### src/design/drt_defs.vh
// What this block does
// each timer has readable writable 8-bit reload
// timer a overflow pulse sets request zero
// timer b overflow pulse sets request one
// overflow loads reload value, never wraps to zero
// counter steps up one per timer tick
// overflow pulse in period after count ff
// timer a count write presets from reload
// timer b count write presets from reload
// count register reads return present count
// software programs reload as negated period
// timer a: osc1, wake gated, power-down gated, /16
// timer b: osc2 divided by 128
// reset clears reloads and counters
// power-down flag cleared by reset, reserved functions
// select bit routes timer b overflow to reserved
// ticks single-cycle; each overflow sets request once
// preset with overflow: same reload, pulse kept
`ifndef DRT_DEFS_VH
`define DRT_DEFS_VH

// register indices; byte address is four times the index
`define DRT_IDX_CLOCK_CONTROL  8'he8
`define DRT_IDX_TA_RELOAD      8'heb
`define DRT_IDX_TA_COUNT       8'hec
`define DRT_IDX_TB_RELOAD      8'hed
`define DRT_IDX_TB_COUNT       8'hee
`define DRT_IDX_IRQ_MASK       8'hfd
`define DRT_IDX_IRQ_STATUS     8'hfe

// clock_control fields
`define DRT_CC_POWER_DOWN      7
`define DRT_CC_TB_RES_SEL      6

// status and mask fields
`define DRT_IRQ_TA             0
`define DRT_IRQ_TB             1
`define DRT_IRQ_RES            2
`define DRT_IRQ_W              3

// reset values
`define DRT_RST_BYTE           8'h00
`define DRT_RST_IRQ            3'h0

// timing counts
`define DRT_TA_DIV             16
`define DRT_TB_DIV             128
`define DRT_COUNT_MAX          8'hff

`endif

### src/design/drt_divider.v
`timescale 1ns/10ps
// synchronises an oscillator pin and divides its rising edges
module drt_divider #(
  parameter DIV = 16
) (
  input  wire clock,
  input  wire rst,
  input  wire osc_pin,
  input  wire gate,
  output reg  tick_q
);
  reg        meta_q;
  reg        sync_q;
  reg        prev_q;
  reg  [7:0] cnt_q;
  wire       rise;

  assign rise = sync_q & ~prev_q;

  always @(posedge clock) begin
    meta_q <= osc_pin;
    sync_q <= meta_q;
    // tracks the pin through reset, so a high pin gives no false edge
    prev_q <= sync_q;
    if (rst) begin
      cnt_q  <= 8'h00;
      tick_q <= 1'b0;
    end else begin
      tick_q <= 1'b0;
      if (rise && gate) begin
        if (cnt_q == DIV[7:0] - 8'h01) begin
          cnt_q  <= 8'h00;
          tick_q <= 1'b1;
        end else begin
          cnt_q <= cnt_q + 8'h01;
        end
      end
    end
  end
endmodule

### src/design/drt_timer.v
`timescale 1ns/10ps
// one 8-bit up counter with automatic reload
module drt_timer #(
  parameter W = 8
) (
  input  wire         clock,
  input  wire         rst,
  input  wire         tick,
  input  wire         preset,
  input  wire [W-1:0] reload,
  output reg  [W-1:0] count_q,
  output reg          ovf_q
);
  wire wrap;

  assign wrap = tick && (count_q == {W{1'b1}});

  always @(posedge clock) begin
    if (rst) begin
      count_q <= {W{1'b0}};
      ovf_q   <= 1'b0;
    end else begin
      ovf_q <= wrap; // see R06
      // a preset and a wrap both take the reload value
      if (wrap || preset) begin
        count_q <= reload; // see R04
      end else if (tick) begin
        count_q <= count_q + {{(W-1){1'b0}}, 1'b1};
      end
    end
  end
endmodule

### src/design/drt_top.v
// The Avalon-MM interface to the registers was chosen for this implementation.
`timescale 1ns/10ps
`include "drt_defs.vh"
// two reload timers behind an avalon-mm slave
module drt_top #(
  parameter TA_DIV = `DRT_TA_DIV,
  parameter TB_DIV = `DRT_TB_DIV
) (
  input  wire        clock,
  input  wire        rst,
  input  wire [9:0]  avs_address,
  input  wire        avs_read,
  input  wire        avs_write,
  input  wire [3:0]  avs_byteenable,
  input  wire [31:0] avs_writedata,
  output reg  [31:0] avs_readdata,
  output reg         avs_waitrequest,
  input  wire        osc1_pin,
  input  wire        osc2_pin,
  input  wire        wake_delay_done,
  input  wire        reserved_done,
  output reg         reserved_trigger_q,
  output reg         ta_overflow_q,
  output reg         tb_overflow_q,
  output reg         irq_q
);
  // bus state
  wire       req;
  wire       acc;
  wire       rd_acc;
  wire       wr_acc;
  wire [7:0] idx;
  wire [7:0] wbyte;
  wire       wr_cc;
  wire       wr_ta_reload;
  wire       wr_tb_reload;
  wire       wr_mask;
  wire       rd_status;

  // registers
  reg  [7:0] ta_reload_q;
  reg  [7:0] tb_reload_q;
  reg  [7:0] clock_control_q;
  reg  [7:0] clock_control_d;
  reg  [`DRT_IRQ_W-1:0] status_q;
  reg  [`DRT_IRQ_W-1:0] status_d;
  reg  [`DRT_IRQ_W-1:0] mask_q;
  reg  [`DRT_IRQ_W-1:0] mask_d;
  reg  [7:0] rdata_d;

  // timer plumbing
  wire       ta_tick;
  wire       tb_tick;
  wire       ta_gate;
  wire       ta_preset;
  wire       tb_preset;
  wire [7:0] ta_count;
  wire [7:0] tb_count;
  wire       ta_ovf;
  wire       tb_ovf;
  wire       res_event;
  reg        wake_meta_q;
  reg        wake_sync_q;
  reg        rdone_meta_q;
  reg        rdone_sync_q;

  // one wait cycle: request seen with waitrequest high,
  // answered at the next edge with waitrequest low
  assign req    = avs_read | avs_write;
  assign acc    = req & ~avs_waitrequest;
  assign rd_acc = avs_read & ~avs_waitrequest;
  assign wr_acc = avs_write & ~avs_waitrequest & avs_byteenable[0];
  assign idx    = avs_address[9:2];
  assign wbyte  = avs_writedata[7:0];

  // one strobe per register, each taken at the accept edge only
  assign wr_cc        = wr_acc && (idx == `DRT_IDX_CLOCK_CONTROL);
  assign wr_ta_reload = wr_acc && (idx == `DRT_IDX_TA_RELOAD);
  assign wr_tb_reload = wr_acc && (idx == `DRT_IDX_TB_RELOAD);
  assign wr_mask      = wr_acc && (idx == `DRT_IDX_IRQ_MASK);
  assign rd_status    = rd_acc && (idx == `DRT_IDX_IRQ_STATUS);

  always @(posedge clock) begin
    if (rst) begin
      avs_waitrequest <= 1'b1;
    end else if (req && avs_waitrequest) begin
      avs_waitrequest <= 1'b0;
    end else begin
      avs_waitrequest <= 1'b1;
    end
  end

  // wake-up delay and reserved-function done arrive from
  // other clock regions, so both are synchronised first
  always @(posedge clock) begin
    wake_meta_q  <= wake_delay_done;
    wake_sync_q  <= wake_meta_q;
    rdone_meta_q <= reserved_done;
    rdone_sync_q <= rdone_meta_q;
  end

  // timer a clock runs only after wake-up and out of power-down
  assign ta_gate = wake_sync_q & ~clock_control_q[`DRT_CC_POWER_DOWN];

  // the written data is thrown away; only the strobe matters
  assign ta_preset = wr_acc && (idx == `DRT_IDX_TA_COUNT);
  assign tb_preset = wr_acc && (idx == `DRT_IDX_TB_COUNT);

  drt_divider #(
    .DIV(TA_DIV)
  ) u_div_a (
    .clock   (clock),
    .rst     (rst),
    .osc_pin (osc1_pin),
    .gate    (ta_gate),
    .tick_q  (ta_tick)
  );

  drt_divider #(
    .DIV(TB_DIV)
  ) u_div_b (
    .clock   (clock),
    .rst     (rst),
    .osc_pin (osc2_pin),
    .gate    (1'b1),
    .tick_q  (tb_tick)
  );

  drt_timer #(
    .W(8)
  ) u_timer_a (
    .clock   (clock),
    .rst     (rst),
    .tick    (ta_tick),
    .preset  (ta_preset),
    .reload  (ta_reload_q),
    .count_q (ta_count),
    .ovf_q   (ta_ovf)
  );

  drt_timer #(
    .W(8)
  ) u_timer_b (
    .clock   (clock),
    .rst     (rst),
    .tick    (tb_tick),
    .preset  (tb_preset),
    .reload  (tb_reload_q),
    .count_q (tb_count),
    .ovf_q   (tb_ovf)
  );

  // timer b overflow reaches the reserved function only when selected
  assign res_event = tb_ovf & clock_control_q[`DRT_CC_TB_RES_SEL];

  // reload registers
  always @(posedge clock) begin
    if (rst) begin
      ta_reload_q <= `DRT_RST_BYTE;
      tb_reload_q <= `DRT_RST_BYTE;
    end else begin
      if (wr_ta_reload) begin
        ta_reload_q <= wbyte; // see R01
      end
      if (wr_tb_reload) begin
        tb_reload_q <= wbyte; // see R01
      end
    end
  end

  // clock control: software write, then power-down cleared by
  // the reserved function finishing; hardware clear wins
  always @* begin
    clock_control_d = clock_control_q;
    if (wr_cc) begin
      clock_control_d = wbyte;
    end
    if (rdone_sync_q) begin
      clock_control_d[`DRT_CC_POWER_DOWN] = 1'b0;
    end
  end

  always @(posedge clock) begin
    if (rst) begin
      clock_control_q <= `DRT_RST_BYTE;
    end else begin
      clock_control_q <= clock_control_d;
    end
  end

  // next mask, so the line follows a mask write at once
  always @* begin
    mask_d = mask_q;
    if (wr_mask) begin
      mask_d = wbyte[`DRT_IRQ_W-1:0];
    end
  end

  // interrupt status: read clears, a new event in the same
  // cycle still sets the bit
  always @* begin
    status_d = status_q;
    // clear only what the read reported, so an event landing
    // between data capture and acceptance is not lost
    if (rd_status) begin
      status_d = status_q & ~avs_readdata[`DRT_IRQ_W-1:0];
    end
    if (ta_ovf) begin
      status_d[`DRT_IRQ_TA] = 1'b1; // see R02
    end
    if (tb_ovf) begin
      status_d[`DRT_IRQ_TB] = 1'b1; // see R03
    end
    if (res_event) begin
      status_d[`DRT_IRQ_RES] = 1'b1;
    end
  end

  always @(posedge clock) begin
    if (rst) begin
      status_q <= `DRT_RST_IRQ;
      mask_q   <= `DRT_RST_IRQ;
      irq_q    <= 1'b0;
    end else begin
      status_q <= status_d;
      mask_q   <= mask_d;
      // uses next status and mask so the line follows both at once
      irq_q    <= |(status_d & mask_d);
    end
  end

  // event outputs are registered copies of the pulses
  always @(posedge clock) begin
    if (rst) begin
      ta_overflow_q      <= 1'b0;
      tb_overflow_q      <= 1'b0;
      reserved_trigger_q <= 1'b0;
    end else begin
      ta_overflow_q      <= ta_ovf;
      tb_overflow_q      <= tb_ovf;
      reserved_trigger_q <= res_event;
    end
  end

  // read mux; unmapped indices read zero
  always @* begin
    case (idx)
      `DRT_IDX_CLOCK_CONTROL: rdata_d = clock_control_q;
      `DRT_IDX_TA_RELOAD:     rdata_d = ta_reload_q;
      `DRT_IDX_TA_COUNT:      rdata_d = ta_count;
      `DRT_IDX_TB_RELOAD:     rdata_d = tb_reload_q;
      `DRT_IDX_TB_COUNT:      rdata_d = tb_count;
      `DRT_IDX_IRQ_MASK:      rdata_d = {5'h00, mask_q};
      `DRT_IDX_IRQ_STATUS:    rdata_d = {5'h00, status_q};
      default:                rdata_d = 8'h00;
    endcase
  end

  // data is captured at the first edge so it stands at the answer edge;
  // a count read therefore shows the value one cycle before acceptance
  always @(posedge clock) begin
    if (rst) begin
      avs_readdata <= 32'h00000000;
    end else if (avs_read && avs_waitrequest) begin
      avs_readdata <= {24'h000000, rdata_d};
    end else if (acc) begin
      avs_readdata <= avs_readdata;
    end
  end

  // limitation: oscillator pins are sampled by clock, so each must
  // toggle slower than half the clock rate to be counted reliably
endmodule

### config.mk
export PLATFORM = sky130hd
export DESIGN_NAME = drt_top
export DESIGN_NICKNAME = d
export VERILOG_FILES = /design/src/design/drt_divider.v /design/src/design/drt_timer.v /design/src/design/drt_top.v
export VERILOG_INCLUDE_DIRS = /design/src /design/src/design
export SDC_FILE = /design/constraint.sdc
export NUM_CORES = 1
export LEC_CHECK = 0
export BUFFER_PORTS_ARGS = -buffer_cell sky130_fd_sc_hd__buf_4
export CAP_MARGIN = 25
export CORE_AREA = 8 8 136 138
export CTS_CLUSTER_DIAMETER = 30
export DETAILED_ROUTE_END_ITERATION = 16
export DIE_AREA = 0 0 144 146
export PLACE_DENSITY = 0.5
export SLEW_MARGIN = 0
export SYNTH_ARGS = -nofsm -noshare
export SYNTH_HDL_FRONTEND = slang
export SYNTH_SLANG_ARGS = --single-unit
export TNS_END_PERCENT = 1
### constraint.sdc
create_clock -name clock -period 2.9 [get_ports clock]
set_clock_uncertainty 0.1 [all_clocks]
set_input_delay 0.145 -clock clock [delete_from_list [all_inputs] [get_ports clock]]
set_output_delay 0.145 -clock clock [all_outputs]
set_load 0.005 [all_outputs]
Word-level counts from Yosys, hierarchy flattened:

Cells that the tools add are included.

* reduce and logical (&&, ||, !) cells: 20
* equal/unequal tests: 11
* muxes and demuxes: 15
* bitwise logic cells: 17
* add/subtract/negate cells: 4

Operators by type and width (count)
* $eq A8 B8 Y1 const B: 9
* $pmux W8 S7: 1
* $mux W8: 6
* $add A8 B1 Y8 const B: 4
* $logic_and A1 B1 Y1: 12
* $eq A8 B4 Y1 const B: 1
* $eq A8 B7 Y1 const B: 1
* $and A1 B1 Y1: 7
* $and A3 B3 Y3: 2
* $mux W1: 6
* $mux W3: 2
* $not A1 Y1: 6
* $reduce_or A2 Y1: 3
* $reduce_bool A2 Y1: 2
* $not A3 Y3: 1
* $reduce_or A3 Y1: 1
* $logic_or A1 B1 Y1: 2
* $or A1 B1 Y1: 1

* word-level logic and storage cells: 97
* input bits: 54
* register bits: 89
* output and inout bits: 37

Depth between registers and ports, before layout:

* depth in word-level cells: 7
* mapped depth: 8
* mapped depth without buffers: 6

Hierarchy:

A second synthesis with hierarchy kept.

* cells, all modules: 471
* area total of the unflattened synthesis: 4424.2 µm²

Modules (own cells, without submodules)
* drt_top: area an instance 2359.8 µm², cells each 240, times used 1
* drt_timer: area an instance 516.7 µm², cells each 63, times used 2
* drt_divider (u_div_b): area an instance 518.0 µm², cells each 55, times used 1
* drt_divider (u_div_a): area an instance 513.0 µm², cells each 50, times used 1

Worst setup path after synthesis:

No wires, ideal clock.

* path kind: input to register
* start point: in avs_address[3]
* end point: reg irq_q
* data arrival time: 1.665 ns
* path buffers: 3
* stages: 8
* required time: 2.680 ns
* setup slack: 1.016 ns
* path through: buf_6 -> and4b_1 -> buf_4 -> or4b_1 -> buf_2 -> mux2i_1 -> nor4_1 -> a211o_1

* cells in the longest elaborated chain, start to end: 6
* elaborated cells between the ends (all ways): 11

Ends and longest elaborated chain
* from (decl): RTL line drt_top.v:11 `input wire [9:0] avs_address,`
* $eq A8 B8 Y1
* $logic_and A1 B1 Y1: RTL line drt_top.v:81 `` assign rd_status = rd_acc && (idx == `DRT_IDX_IRQ_STATUS); ``
* $mux W3: RTL line drt_top.v:205 `if (rd_status) begin`
* $mux W1, on equally long branches: RTL line drt_top.v:208, drt_top.v:211, drt_top.v:214
* $and A3 B3 Y3 *: RTL line drt_top.v:228 `irq_q <= |(status_d & mask_d);`
* $reduce_or A3 Y1 *: RTL line drt_top.v:228
* to (signal assigned): RTL line drt_top.v:228
* to (decl): RTL line drt_top.v:25 `output reg irq_q`

Every way passes the cells marked *; elsewhere a longest branch is shown, timed or not.
A chain may end at the register's enable or synchronous reset.

Final worst setup path:

* start point: reg u_timer_b.count_q[0]
* end point: reg u_timer_b.count_q[2]

* cells in the longest elaborated chain, start to end: 4
* elaborated cells between the ends (all ways): 7

Ends and longest elaborated chain
* from (decl): RTL line drt_timer.v:11 `output reg [W-1:0] count_q,`
* from (signal assigned): RTL line drt_timer.v:20 `count_q <= {W{1'b0}};`
* from (signal assigned): RTL line drt_timer.v:26 `count_q <= reload;`
* from (signal assigned): RTL line drt_timer.v:28 `count_q <= count_q + {{(W-1){1'b0}}, 1'b1};`
* branches (longest 4 deep; another with $add A8 B1 Y8)

Several ways; the timed one is not identified. The select of a mux whose other input is x is not followed.

==> impl_metrics.toml <==
[job]
cap_violations = 0

[worst_hold_path]
whs_endpoint = "tb_reload_q[2]"
min_path_cells = 3
min-delay-start = "avs_writedata[2]"
hold_path.class = "input pin to flop"

[sta]
final-setup-viol-count = 0
worst_pin_slew_ps = 1050
fin_tns_setup_ps = 0
maxSlewHeadroom = 0.297
timing.final.crit_period_ps = 2260
timing.final.crit_share = 0.778
hold_viol = 0
max_freq_mhz = 443
timing.hold.ws_ps = 8.77
maxSlewViolCount = 0
rsz0062_at_grt = "false"

[worst_setup_path]
cp.required_ps = 2990
critPathArrivalTime_ps = 2350
start_kind = "flop"
path_buf_inv = 0
r2r_end = "u_timer_b.count_q[2]"
crit_slowest_cell = "a31oi_1"
path_cells = "ha_1 -> nand4_1 -> nor2_1 -> a31oi_1 -> mux2i_1 -> a21oi_1"
reg2reg_depth = 6
cp_top_family = "compound AO/OA/AOI/OAI gates"
end_kind = "flop"
rrSetupSlack_ps = 640
cp.depth = 6
critPathKind = "flop to flop"
r2r_start = "u_timer_b.count_q[0]"
cp_max_fo = 12
slowest_delay_ps = 800

[die]
io_pins = 91
dieArea_mm2 = 0.0210
die_h_um = 146
core_area_mm2 = 0.0163
die_w_um = 144
row_count = 47
initial_core_util = 0.246

[logic_synthesis]
synthArstFlopShare = 0
synth_area_mm2 = 0.00401
synthFlopType = "dfxtp_1"
syn-instance-count = 425
ys_seq_elements = 89
synth_edf_count = 0
synth_cell_types = 48
postSynthAreaPerCell_um2 = 9.44
synth-seq-area-share = 0.444
yosysWarnings = 0

[place]
port_buffers = 37
placed_cell_area_mm2 = 0.00438
dp_cells = 661
dp_hpwl_um = 7050
gp_congestion = 0.784

[detailed_routing]
detail_route.wl_per_cell_um = 13.8
routed_via_density = 4.42
finalWirelength_um = 9520
drc = 0
dr.pass1.iters = 5
drt_iter0_drc = 239
ant_nets = 0
vias = 3049

[clock_tree]
holdBufCountCts = 13
root_buffer = "clkbuf_16"
max-clock-path-buffers = 2
numCtsBuffers = 9
clk_pin_slew_ps = 60
clock_sinks = 89
cts_setup_buffers = 0
cts_tree = "done"
clock_latency_ps = 330
postCtsResizedCells = 0
htreeDepth = 3

[global_routing]
overflow = 0
grt_max_degree = 62
grt_pass1_wl_um = 15500
antenna_found_initial = 0
grt_pass1_vias = 3017
grt_usage = 0.0923

[cells_and_area]
area.growth.synth_to_final_pct = 20.5
antenna_cells = 0
final_util = 0.297
nets = 523
final_common_cell = "dfxtp_1"
fin_cells = 690
drive_above_1_share = 0.149
design_area_mm2 = 0.00483
mostFrequentLayoutCells = "dfxtp_1, nor2_1, buf_4"

[run_status]
status = "completed"

[power_and_ir_drop]
p_leak_uw = 0.00186
power.density_mw_per_mm2 = 539
ir_worst_vdd_mv = 0.319
==> through the flow <==
step / worst slack, ps / total power, uW
2_1_floorplan: 1020 / 1350
3_3_place_gp: 629 / 1370
3_5_place_dp: 608 / 1370
4_1_cts: 668 / 2640
5_1_grt: 497 / 2700
6_report: 643 / 2600
==> worst reg2reg max path: stages (launching register included) <==
cell     delay [ps]
dfxtp_1         380
ha_1            260
nand4_1         130
nor2_1          100
a31oi_1         800
mux2i_1         270
a21oi_1          80
==> kinds of logic after synthesis <==
logic type / share of synthesized area
adder cells (fa/ha/maj): 0.0125
AO/OA/AOI/OAI: 0.101
buffers and inverters: 0.0761
other: 0.000935
multiplexers: 0.126
XOR/XNOR: 0.0546
flip-flops: 0.444
AND/OR/NAND/NOR: 0.185
==> cells in the mapped netlist (2+ instances only) <==
library cell   n  share of area
nand2_1       29          0.027
xor2_1        14          0.031
or3_1          2         0.0031
nand3_1        6         0.0075
mux2i_1       38          0.095
nor2_1        68          0.064
buf_2          4         0.0050
and3_1         2         0.0031
a222oi_1       5          0.012
mux2_2        11          0.031
ha_1           4          0.012
and2_1         4         0.0062
xnor2_1       11          0.024
a211oi_1      15          0.028
o21ai_0        4         0.0050
o221ai_1       3         0.0066
a21oi_1        6         0.0075
a22o_1         9          0.020
dfxtp_1       89           0.44
and4b_1        3         0.0075
nor4_1         4         0.0062
inv_1          4         0.0037
clkbuf_1      14          0.013
a22oi_1        3         0.0056
nor3_1         6         0.0075
nor2b_1        5         0.0078
or2_2          2         0.0031
nand4_1       12          0.019
buf_4         27          0.051
and3b_1        3         0.0066
==> flip-flops by register name, summed over array words and instances, names as in the netlist, 3 cells and up <==
signal             cells
status_q               3
ta_reload_q            8
u_timer_a.count_q      8
u_timer_b.count_q      8
avs_readdata           8
u_div_b.cnt_q          8
clock_control_q        8
u_div_a.cnt_q          8
mask_q                 3
tb_reload_q            8
==> layer usage <==
layer,vias up,GRT usage,part of all wire
li1,1539,-,-
met3,4,0.0322,0.088
met4,0,0.0300,0.0078
met1,1426,0.124,0.49
met2,80,0.133,0.42
met5,-,0,0
==> worst max path at each step <==
stage | slack [ps] | end | start
6_report | 640 | u_timer_b.count_q[2] | u_timer_b.count_q[0]
2_1_floorplan | 1020 | irq_q | avs_address[3]
3_3_place_gp | 630 | irq_q | avs_address[4]
3_5_place_dp | 610 | irq_q | avs_address[4]
5_1_grt | 500 | u_timer_b.count_q[2] | u_timer_b.count_q[0]
4_1_cts | 670 | u_timer_b.count_q[3] | u_timer_b.count_q[0]
==> power by group <==
part	internal [uW]	total, uW	switching, uW
clock	777	1240	465
combinational	52.4	123	70.2
sequential	1230	1240	5.59
==> area by class of cell <==
cell class | instances | area [um2]
clock buffers | 11 | 243
flip-flops and latches | 89 | 1780
well taps | 220 | 275
clock inverters | 5 | 78.8
multi-input cells | 308 | 2010
fillers | 1736 | 11500
repair buffers | 53 | 430
inverters | 4 | 15.0
Note: power is estimated with default switching activity, not from simulation.
